===== config.mk =====
export PLATFORM = sky130hd
export DESIGN_NAME = bscce_core
export DESIGN_NICKNAME = d
export VERILOG_FILES = /design/src/bscce_pkg.sv /design/src/bscce_stack_if.sv /design/src/bscce_core.sv /design/src/bscce_stack.sv
export VERILOG_INCLUDE_DIRS = /design/src
export SDC_FILE = /design/constraint.sdc
export NUM_CORES = 1
export LEC_CHECK = 0
export BUFFER_PORTS_ARGS = -buffer_cell sky130_fd_sc_hd__buf_2
export CORE_ASPECT_RATIO = 1.4
export CORE_UTILIZATION = 56
export CTS_CLUSTER_DIAMETER = 120
export DETAILED_ROUTE_END_ITERATION = 10
export GPL_TIMING_DRIVEN = 0
export PLACE_DENSITY_LB_ADDON = 0.1
export SLEW_MARGIN = 10
export SYNTH_ARGS = -nofsm -noshare
export SYNTH_HDL_FRONTEND = slang
export SYNTH_HIERARCHICAL = 1
export SYNTH_SLANG_ARGS = --single-unit

===== constraint.sdc =====
create_clock -name mclk -period 3.4 [get_ports mclk]
set_input_delay 0.34 -clock mclk [delete_from_list [all_inputs] [get_ports mclk]]
set_output_delay 0.34 -clock mclk [all_outputs]
set_load 0.05 [all_outputs]

===== src/bscce_cfg.svh =====
// Constants for the skip, call and clear execution block.
`ifndef BSCCE_CFG_SVH
`define BSCCE_CFG_SVH

// Opcode patterns, compared against the top bits of the instruction word.
`define BSCCE_OP_SKIP_SET 4'h7
`define BSCCE_OP_CALL 3'h4
`define BSCCE_OP_CLEAR 7'h03

// Field positions inside the 14-bit instruction word.
`define BSCCE_SKIP_OP_LSB 10
`define BSCCE_CALL_OP_LSB 11
`define BSCCE_CLEAR_OP_LSB 7
`define BSCCE_BIT_MSB 9
`define BSCCE_BIT_LSB 7
`define BSCCE_REG_MSB 6
`define BSCCE_IMM_MSB 10
`define BSCCE_LATCH_MSB 4
`define BSCCE_LATCH_LSB 3

// Reset values and sizes.
`define BSCCE_PC_RESET 13'h0000
`define BSCCE_PC_ONE 13'h0001
`define BSCCE_PC_TWO 13'h0002
`define BSCCE_CLEAR_VALUE 8'h00
`define BSCCE_STACK_DEPTH 8
`define BSCCE_STACK_PTR_W 3

`endif


===== src/bscce_pkg.sv =====
// Types shared by the skip, call and clear execution block.
`default_nettype none
package bscce_pkg;
    typedef logic [12:0] bscce_pc_t;
    typedef logic [13:0] bscce_word_t;

    // Execute runs a fetched word; flush drops the prefetched word as a no-operation.
    typedef enum logic [1:0] {
        ST_EXEC = 2'h0,
        ST_FLUSH = 2'h1
    } bscce_state_e;
endpackage
`default_nettype wire


===== src/bscce_stack_if.sv =====
// Push channel between the core and its return stack.
`timescale 1ns/1ps
`default_nettype none
interface bscce_stack_if;
    logic push;
    bscce_pkg::bscce_pc_t pushData;
    bscce_pkg::bscce_pc_t top;

    modport core (output push, output pushData, input top);
    modport stack (input push, input pushData, output top);
endinterface
`default_nettype wire


===== src/bscce_core.sv =====
// Execute logic for bit-test-skip-if-set, subroutine call and register clear.
`timescale 1ns/1ps
`default_nettype none
`include "bscce_cfg.svh"
module bscce_core (
    // Clock and reset.
    input wire logic mclk,
    input wire logic reset,
    // Instruction stream and operands, all from logic on mclk.
    input wire logic instCycleEn,
    input wire logic [13:0] instWord,
    input wire logic [7:0] regRdData,
    input wire logic [4:0] pc_upper_latch,
    // Program counter and execute results.
    output logic [12:0] pcQ,
    output logic nopExecQ,
    // Register file write port and zero flag set strobe.
    output logic regWrEnQ,
    output logic [6:0] regWrAddrQ,
    output logic [7:0] regWrDataQ,
    output logic zeroSetQ,
    // Current top of the return stack.
    output logic [12:0] top_of_stack
);
    bscce_stack_if stackBus ();

    bscce_pkg::bscce_state_e state_q;
    bscce_pkg::bscce_state_e state_d;
    bscce_pkg::bscce_pc_t pc_q;
    bscce_pkg::bscce_pc_t pc_d;
    logic nop_q;
    logic nop_d;
    logic wrEn_q;
    logic wrEn_d;
    logic [6:0] wrAddr_q;
    logic [6:0] wrAddr_d;
    logic [7:0] wrData_q;
    logic [7:0] wrData_d;
    logic zeroSet_q;
    logic zeroSet_d;
    logic push_q;
    logic push_d;
    bscce_pkg::bscce_pc_t pushData_q;
    bscce_pkg::bscce_pc_t pushData_d;
    logic testedBit;
    logic execNow;

    // Opcode decoders, each used by the execute logic and by its checks.
    function automatic logic test_bit_skip_if_set(input bscce_pkg::bscce_word_t w);
        return w[13:`BSCCE_SKIP_OP_LSB] == `BSCCE_OP_SKIP_SET;
    endfunction

    function automatic logic isCall(input bscce_pkg::bscce_word_t w);
        return w[13:`BSCCE_CALL_OP_LSB] == `BSCCE_OP_CALL;
    endfunction

    function automatic logic clear_file_register(input bscce_pkg::bscce_word_t w);
        return w[13:`BSCCE_CLEAR_OP_LSB] == `BSCCE_OP_CLEAR;
    endfunction

    // The register file presents the addressed register with the word, so the test is a mux.
    assign testedBit = regRdData[instWord[`BSCCE_BIT_MSB:`BSCCE_BIT_LSB]];
    assign execNow = instCycleEn && (state_q == bscce_pkg::ST_EXEC);

    // Next-state and result computation for one instruction cycle.
    always_comb
    begin
        state_d = state_q;
        pc_d = pc_q;
        nop_d = 1'b0;
        wrEn_d = 1'b0;
        wrAddr_d = wrAddr_q;
        wrData_d = `BSCCE_CLEAR_VALUE;
        zeroSet_d = 1'b0;
        push_d = 1'b0;
        pushData_d = pushData_q;
        if (instCycleEn)
        begin
            unique case (state_q)
                bscce_pkg::ST_EXEC:
                begin
                    pc_d = pc_q + `BSCCE_PC_ONE;
                    if (test_bit_skip_if_set(instWord))
                    begin
                        // Reads only; no write strobe and no flag strobe here.
                        if (testedBit)
                        begin
                            state_d = bscce_pkg::ST_FLUSH;
                            pc_d = pc_q + `BSCCE_PC_TWO;
                        end
                    end
                    else if (isCall(instWord))
                    begin
                        push_d = 1'b1;
                        pushData_d = pc_q + `BSCCE_PC_ONE;
                        pc_d = {pc_upper_latch[`BSCCE_LATCH_MSB:`BSCCE_LATCH_LSB],
                            instWord[`BSCCE_IMM_MSB:0]};
                        state_d = bscce_pkg::ST_FLUSH;
                    end
                    else if (clear_file_register(instWord))
                    begin
                        wrEn_d = 1'b1;
                        wrAddr_d = instWord[`BSCCE_REG_MSB:0];
                        zeroSet_d = 1'b1;
                    end
                end
                bscce_pkg::ST_FLUSH:
                begin
                    // The word presented now was prefetched behind a skip or call.
                    nop_d = 1'b1;
                    state_d = bscce_pkg::ST_EXEC;
                end
            endcase
        end
    end

    // Register stage; every output of the block except top_of_stack is one of these flops.
    always_ff @(posedge mclk)
    begin
        if (reset)
        begin
            state_q <= bscce_pkg::ST_EXEC;
            pc_q <= `BSCCE_PC_RESET;
            nop_q <= 1'b0;
            wrEn_q <= 1'b0;
            wrAddr_q <= 7'h00;
            wrData_q <= `BSCCE_CLEAR_VALUE;
            zeroSet_q <= 1'b0;
            push_q <= 1'b0;
            pushData_q <= `BSCCE_PC_RESET;
        end
        else
        begin
            state_q <= state_d;
            pc_q <= pc_d;
            nop_q <= nop_d;
            wrEn_q <= wrEn_d;
            wrAddr_q <= wrAddr_d;
            wrData_q <= wrData_d;
            zeroSet_q <= zeroSet_d;
            push_q <= push_d;
            pushData_q <= pushData_d;
        end
    end

    // Push channel to the return stack.
    assign stackBus.push = push_q;
    assign stackBus.pushData = pushData_q;

    bscce_stack u_stack (
        .mclk(mclk),
        .reset(reset),
        .stackBus(stackBus)
    );

    // Output connections.
    assign pcQ = pc_q;
    assign nopExecQ = nop_q;
    assign regWrEnQ = wrEn_q;
    assign regWrAddrQ = wrAddr_q;
    assign regWrDataQ = wrData_q;
    assign zeroSetQ = zeroSet_q;
    assign top_of_stack = stackBus.top;
endmodule // bscce_core
`default_nettype wire


===== src/bscce_stack.sv =====
// Hardware return stack: circular memory with a registered top entry.
`timescale 1ns/1ps
`default_nettype none
`include "bscce_cfg.svh"
module bscce_stack (
    // Clock and reset.
    input wire logic mclk,
    input wire logic reset,
    // Push channel from the core.
    bscce_stack_if.stack stackBus
);
    bscce_pkg::bscce_pc_t mem [`BSCCE_STACK_DEPTH];
    logic [`BSCCE_STACK_PTR_W-1:0] ptr_q;
    logic [`BSCCE_STACK_PTR_W-1:0] ptr_d;
    bscce_pkg::bscce_pc_t top_q;
    bscce_pkg::bscce_pc_t top_d;

    // The pointer wraps, so a ninth push silently overwrites the oldest entry.
    always_comb
    begin
        ptr_d = ptr_q;
        top_d = top_q;
        if (stackBus.push)
        begin
            ptr_d = ptr_q + 3'h1;
            top_d = stackBus.pushData;
        end
    end

    // Registers only; the memory needs no reset because the top copy is the read port.
    always_ff @(posedge mclk)
    begin
        if (reset)
        begin
            ptr_q <= 3'h0;
            top_q <= `BSCCE_PC_RESET;
        end
        else
        begin
            ptr_q <= ptr_d;
            top_q <= top_d;
        end
        if (stackBus.push)
        begin
            mem[ptr_q] <= stackBus.pushData;
        end
    end

    assign stackBus.top = top_q;
endmodule // bscce_stack
`default_nettype wire


==> results of run 1 <==
## stage by stage
stage | power (mW) | cell area [sq um]
after global routing | 1.35 | 3170
after floorplan | 0.810 | 2670
after detailed placement | 0.874 | 3060
after CTS | 1.31 | 3170
final | 1.30 | 3170
after global placement | 0.870 | 3060
## kinds of logic after synthesis
logic type	Yosys count	share of synthesized area (%)
buffers and inverters	33	7.61
AO/OA/AOI/OAI	61	15.6
multiplexers	29	11.2
flip-flops	50	37.8
XOR/XNOR	16	5.29
other	1	0.142
AND/OR/NAND/NOR	114	21.4
adder cells (fa/ha/maj)	2	0.945
## critical path, delay by kind of cell (launching register included)
family,cells,cell delay (ns)
xor+xnor,1,0.22
flops,1,0.53
fa+ha+maj,1,0.25
mux,1,0.12
compound gates,2,0.39
simple gates,2,0.61
## synthesized netlist by cell type (all sizes together), types with 2 or more instances
cell / number
xnor2: 12
clkbuf: 11
nand4: 6
nor2b: 3
ha: 2
dfxtp: 50
nor4: 5
or3: 3
nand3: 8
a221oi: 6
o21ai: 14
xor2: 4
and2: 4
and3: 3
a211oi: 16
nor3: 12
nand3b: 2
o211ai: 3
a31oi: 6
buf: 19
inv: 2
a22oi: 3
nor2: 47
nand2: 16
nand2b: 2
a21oi: 10
mux2i: 28
## routing by layer
metal / global-route usage (%) / routed length, um / vias to the layer above
li1: - / - / 1230
met1: 31.6 / 2670 / 1097
met2: 45.2 / 3180 / 91
met3: 5.61 / 351 / 14
met4: 12.9 / 178 / 0
met5: 0 / 0 / -
## power by group through the flow
| stage | sequential, mW | clock, mW | combinational [mW] |
|---|---|---|---|
| global route | 0.627 | 0.468 | 0.258 |
| floorplan | 0.674 | 0 | 0.136 |
| global placement | 0.637 | 0 | 0.233 |
| CTS | 0.624 | 0.453 | 0.237 |
| detailed placement | 0.638 | 0 | 0.236 |
| finish | 0.624 | 0.440 | 0.239 |
## layout make-up
type                            count  area share, %
Sequential cell                    50           31.5
Inverter                            3          0.355
Timing Repair Buffer               61           9.62
Multi-Input combinational cell    230           46.4
Clock inverter                      3           1.54
Tap cell                           62           2.44
Clock buffer                        5           2.17
Buffer                             30           5.99
## final timing paths
| path | endpoint | depth (start not counted) |
|---|---|---|
| worst max-delay path | pcQ[10] | 7 |
| worst min-delay path | regWrAddrQ[2] | 3 |
| worst max register to register | pcQ[10] | 7 |
| worst min register to register | pushData_q[1] | 2 |
## sequential cells by signal, indices dropped and copies added (netlist names)
name	count
push_q	1
regWrAddrQ	7
pcQ	13
state_q	1
u_stack/stackBus.top	13
nopExecQ	1
pushData_q	13
zeroSetQ	1
==> metrics.md, run 1 <==
| Metric | Value |
|---|---|
| Endpoints failing setup | 0 |
| Core area | between 0.004 and 0.005 sq mm |
| Crit-path max cell delay | 0.53 ns |
| Status | finished, final reports clean |
| Fmax | 447 MHz |
| Placed instance count | 436 |
| Internal power | approximately 910 uW |
| Beginning of the critical path | pcQ[0] |
| Synth area leaders | dfxtp_1, mux2i_1, nor2_1, a211oi_1, xnor2_1 |
| GRT Util Overall | 27.1% |
| CP Class | reg2reg |
| Most frequent cells in the layout | buf_2, dfxtp_1, nor2_1 |
| Sw Ratio | 30.4% |
| DP Worst Slack | roughly 1.2 ns |
| Vias in the first global route | 2324 |
| First-pass GRT wire length | 10.5 mm |
| Avg WL per Cell | between 10 and 15 um |
| P per Cell Area | ~410 mW/mm^2 |
| Initial antenna violation count | 0 |
| Syn avg cell area | 8.65 sq um |
| Critical path arrival | 2.42 ns |
| Reg-to-reg slack, setup | 1.16 ns |
| Seq pwr share | 47.9% |
| Starting Density | around three fifths |
| GRT overflow | 0 |
| Routability cong. | 0.902 |
| Register area | 0.00100 sq mm |
| Slew Limit Fails | 0 |
| Post_cts resized | 0 |
| CTS tree | yes |
| Worst EP required | 3.59 ns |
| Worst Hold Class | in2reg |
| Max_cap viols | 0 |
| Final layout net count | 413 |
| HPWL after detailed placement | 4.82 mm |
| Min cycle time layout | 2.24 ns |
| Leakage | 1.33 nW |
| Fin Hold WS | between 0.2 and 0.3 ns |
| # DRC | 0 |
| Slew @ Worst Pin | 0.588 ns |
| Clock share of power | 33.8% |
| Non-Filler Instances | between 400 and 500 |
| Routed vias | about 2.4k |
| Max_slew headroom | 60.8% |
| Antenna-violating nets left | 0 |
| Fin util | a little over two thirds |
| Worst Setup Slack, final | 1.16 ns |
| Total Routed Length | 6.38 mm |
| Final clock skew | 0.00998 ns |
| Area growth from synthesis to layout | 19.9% |
| Fillers | 390 |
| Period utilization | 65.8% |
| Combinational share of power | 18.3% |
| Chip Width | 60.1 um |
| CTS H-tree lvls | 2 |
| Seq/Total Area, Yosys | 37.8% |
| Die ar. | 0.00501 sq mm |
| Port Buffers | 61 |
| DR pass1 iterations | 4 |
| RSZ-0062 raised after global routing | false |
| CP max FO | 10 |
| Io pins | 74 |
| Switching power | 396 uW |
| Multi-input logic area | ~0.0015 sq mm |
| Total negative slack | 0 ns |
| 1st-iter DRT viols | 147 |
| Post-CTS Setup Repair Bufs | 0 |
| Worst VDD drop | 332 uV |
| Flops & latches, synth | 50 |
| Largest area contributor in the netlist | dfxtp_1 |
| Ys Warns | 6 |
| Rows | 29 |
| Setup crit start kind | register |
| Fraction of registers with async set/reset | 0% |
| Number of inserted diodes | 0 |
| Cells after Synth | just over 300 |
| Synth top area share | between 30% and 40% |
| Commonest non-fill, non-tap cell in the layout | buf_2 |
| # hold bufs at CTS | 0 |
| Post-DR vias/cell | between 5 and 6 |
| Clock-pin slew on the worst setup and hold paths | 0.10 ns |
| Hold violation count in the final report | 0 |
| Post-synth top flop | dfxtp_1 |
| Hold wc startpoint | instWord[2] |
| Post-synth EDFFs | 0 |
| Share of cells above drive strength 1 | 24.3% |
| CP endpoint kind | register |
| Clk Latency, worst-skew pair | just over 0.3 ns |
| CTS Sinks | 50 |
| Root buffer cell | clkbuf_8 |
| Worst path slowest cell | dfxtp_1 |
| CTS Buf Count | 5 |
| Reg2reg start | pcQ[0] |
| Largest net degree at the start of global routing | 18 |
| Distinct cell type count of the synthesized netlist | 45 |
| Crit-path cells | ha_1, nand3_1, nor3_1, xnor2_1, mux2i_1, a221oi_1, a21oi_1 |
| Die height | 83.4 um |
| Clock Path Buffers | 2 |
| Synth Cell Area | about 0.0026 sq mm |
Note: power is estimated with default switching activity, not from simulation.
==> run 2: changes to the inputs <==
--- a/config.mk
+++ b/config.mk
@@ -6,9 +6,10 @@
 export SDC_FILE = /design/constraint.sdc
 export NUM_CORES = 1
 export LEC_CHECK = 0
+export ABC_AREA = 1
 export BUFFER_PORTS_ARGS = -buffer_cell sky130_fd_sc_hd__buf_2
 export CORE_ASPECT_RATIO = 1.4
-export CORE_UTILIZATION = 56
+export CORE_UTILIZATION = 48
 export CTS_CLUSTER_DIAMETER = 120
 export DETAILED_ROUTE_END_ITERATION = 10
 export GPL_TIMING_DRIVEN = 0
==> constraint.sdc (replaced) <==
create_clock -name mclk -period 1.9 [get_ports mclk]
set_input_delay 0.19 -clock mclk [delete_from_list [all_inputs] [get_ports mclk]]
set_output_delay 0.19 -clock mclk [all_outputs]
set_load 0.05 [all_outputs]
==> metrics.md, run 2 <==
| Metric | Value |
|---|---|
| Status | finished, final reports clean |
| Post_cts resized | 0 |
| Worst path slowest cell | dfxtp_1 |
| M3 GR Usage | 3.32% |
| Port Buffers | 62 |
| # hold bufs at CTS | 0 |
| Pwr Total | between 2 and 2.5 mW |
| HPWL after detailed placement | about 5.6 mm |
| Buffers and inverters on the worst path | 1 |
| Chip Width | 69.0 um |
| Largest area contributor in the netlist | dfxtp_1 |
| 1st-iter DRT viols | 105 |
| Commonest non-fill, non-tap cell in the layout | nand2_1 |
| Distinct cell type count of the synthesized netlist | 39 |
| Rows | 33 |
| RSZ-0062 raised after global routing | false |
| Syn avg cell area | 6.66 sq um |
| Post-synth EDFFs | 0 |
| Min cycle time layout | 1.70 ns |
| Synth area leaders | dfxtp_1, nand2_1, inv_1, nor2_1, o21ai_0 |
| Hold violation count in the final report | 0 |
| Final layout net count | about 560 |
| Die height | 95.8 um |
| GRT overflow | 0 |
| Clk Latency, worst-skew pair | 0.31 ns |
| Post-CTS Setup Repair Bufs | 0 |
| Number of inserted diodes | 0 |
| Crit-path max cell delay | between 0.4 and 0.5 ns |
| Die ar. | around 0.0066 sq mm |
| CTS H-tree lvls | 2 |
| P per Cell Area | approximately 700 mW/mm^2 |
| Reg-to-reg slack, setup | 0.20 ns |
| Placed instance count | 592 |
| Final Instance Area | 0.00356 sq mm |
| Starting Density | approximately 51% |
| Seq/Total Area, Yosys | 33.2% |
| Area growth from synthesis to layout | 18.2% |
| Ys Warns | 6 |
| Core area | 0.00595 sq mm |
| Met2 Track Usage GR | 44.2% |
| Setup crit start kind | register |
| First-pass GRT wire length | 11.8 mm |
| Non-Filler Instances | 600 |
| Worst Hold Class | in2reg |
| Leakage | roughly 1.8 nW |
| DR pass1 iterations | 4 |
| Slew @ Worst Pin | around 0.54 ns |
| Fmax | slightly below 600 MHz |
| Routed vias | 2886 |
| CP delay by family, top | simple AND/OR/NAND/NOR gates |
| Hold Path Depth | 3 |
| Worst EP required | 2.14 ns |
| Worst VDD drop | 372 uV |
| Period utilization | 89.3% |
| Most frequent cells in the layout | nand2_1, buf_2, inv_1 |
| CTS Buf Count | 5 |
| CP max FO | 7 |
| Post-synth top flop | dfxtp_1 |
| Vias in the first global route | between 2k and 3k |
| CTS Sinks | 50 |
| Placed cell areas | 0.00344 sq mm |
| Synth Cell Area | 0.00302 sq mm |
| Io pins | 74 |
| Cells after Synth | 453 |
| Clock-pin slew on the worst setup and hold paths | 0.10 ns |
| Endpoints failing setup | 0 |
| Initial antenna violation count | 0 |
| Largest net degree at the start of global routing | 17 |
| Cell count of the worst reg-to-reg path | 9 |
| GR Util met1 | 27.5% |
| Crit-path cells | ha_2, nand3_2, nor2_2, nand3_1, nand2_1, inv_2, nand2_1, nand3_1, a21oi_1 |
| Slew Limit Fails | 0 |
| GRT Util Overall | 24.0% |
| List of most frequent post-synthesis cells | nand2_1, inv_1, dfxtp_1 |
| Flops & latches, synth | 50 |
| Fraction of registers with async set/reset | 0% |
| CP Depth | 9 |
| Avg WL per Cell | roughly 12 um |
| Antenna-violating nets left | 0 |
| CTS tree | yes |
| Fin util | 59.9% |
| Max_cap viols | 0 |
| Root buffer cell | clkbuf_8 |
| # DRC | 0 |
| Share of cells above drive strength 1 | 23.6% |
| Total negative slack | 0 ns |
| Routability cong. | ~0.9 |
| CP Class | reg2reg |
| Post-DR vias/cell | approximately 4.8 |
| Total Routed Length | a little over 7 mm |
| Top-count cell post-synth | nand2_1 |
| Final clock skew | 0.0104 ns |
| GRT busiest layer | met2 |
| Synth top area share | 33.2% |
| Fillers | a little over 600 |
| Critical path arrival | approximately 1.9 ns |
| Max_slew headroom | between 60% and 70% |
| Clock Path Buffers | 2 |
| CP endpoint kind | register |
run 2: changes by cell type after synthesis, sizes merged, moves of 6 or more:
cell    delta
nand3     +23
xor2       +8
a21oi     +21
o21ai     +23
a211oi    -16
inv       +65
a221oi     -6
nand2    +103
xnor2     -10
nor3      -10
mux2i     -28
run 2: power breakdown:
part           internal [mW]  switching [mW]
Sequential              1.09          0.0441
Combinational          0.172           0.382
Clock                  0.433           0.371
run 2: routing by layer:
layer / wire [um] / up-vias
li1: - / 1551
met3: 323 / 10
met4: 125 / 0
met1: 2990 / 1248
met5: 0 / -
met2: 3820 / 77
run 2: final cells by class:
cell class	instances	area [sq um]	area share (%)
Buffer	27	191	5.37
Clock buffer	6	82.6	2.32
Clock inverter	2	38.8	1.09
Inverter	68	259	7.27
Multi-Input combinational cell	315	1590	44.7
Sequential cell	50	1000	28.1
Tap cell	70	87.6	2.46
Timing Repair Buffer	62	310	8.71
run 2: kinds of logic after synthesis:
group / after synthesis / share of synthesized area [%]
AOI/OAI and AO/OA: 75 / 13.3
DFF: 50 / 33.2
xor gates and xnor gates: 14 / 4.32
adders and majority gates: 2 / 0.830
other: 1 / 0.124
buffers and inverters: 95 / 14.9
and+or+nand+nor: 216 / 33.3
run 2: per-stage QoR:
step | worst slack (ns) | hold WS (ns)
final | 0.204 | 0.109
after global routing | 0.0219 | 0.105
after CTS | 0.144 | 0.110
after detailed placement | 0.169 | 0.439
after global placement | 0.194 | 0.429
after floorplan | 0.0193 | 0.302
run 2: final timing paths:
path	end	startpoint
max	pcQ[7]	pcQ[2]
min	regWrAddrQ[4]	instWord[4]
max reg2reg	pcQ[7]	pcQ[2]
min reg2reg	u_stack/stackBus.top[9]	u_stack/stackBus.top[9]
run 2: worst register-to-register path, cell delays in order, from the launching register on:
cell and delay (ns):
dfxtp_1 0.46, ha_2 0.32, nand3_2 0.16, nor2_2 0.18, nand3_1 0.12, nand2_1 0.11, inv_2 0.04, nand2_1 0.05
nand3_1 0.06, a21oi_1 0.13
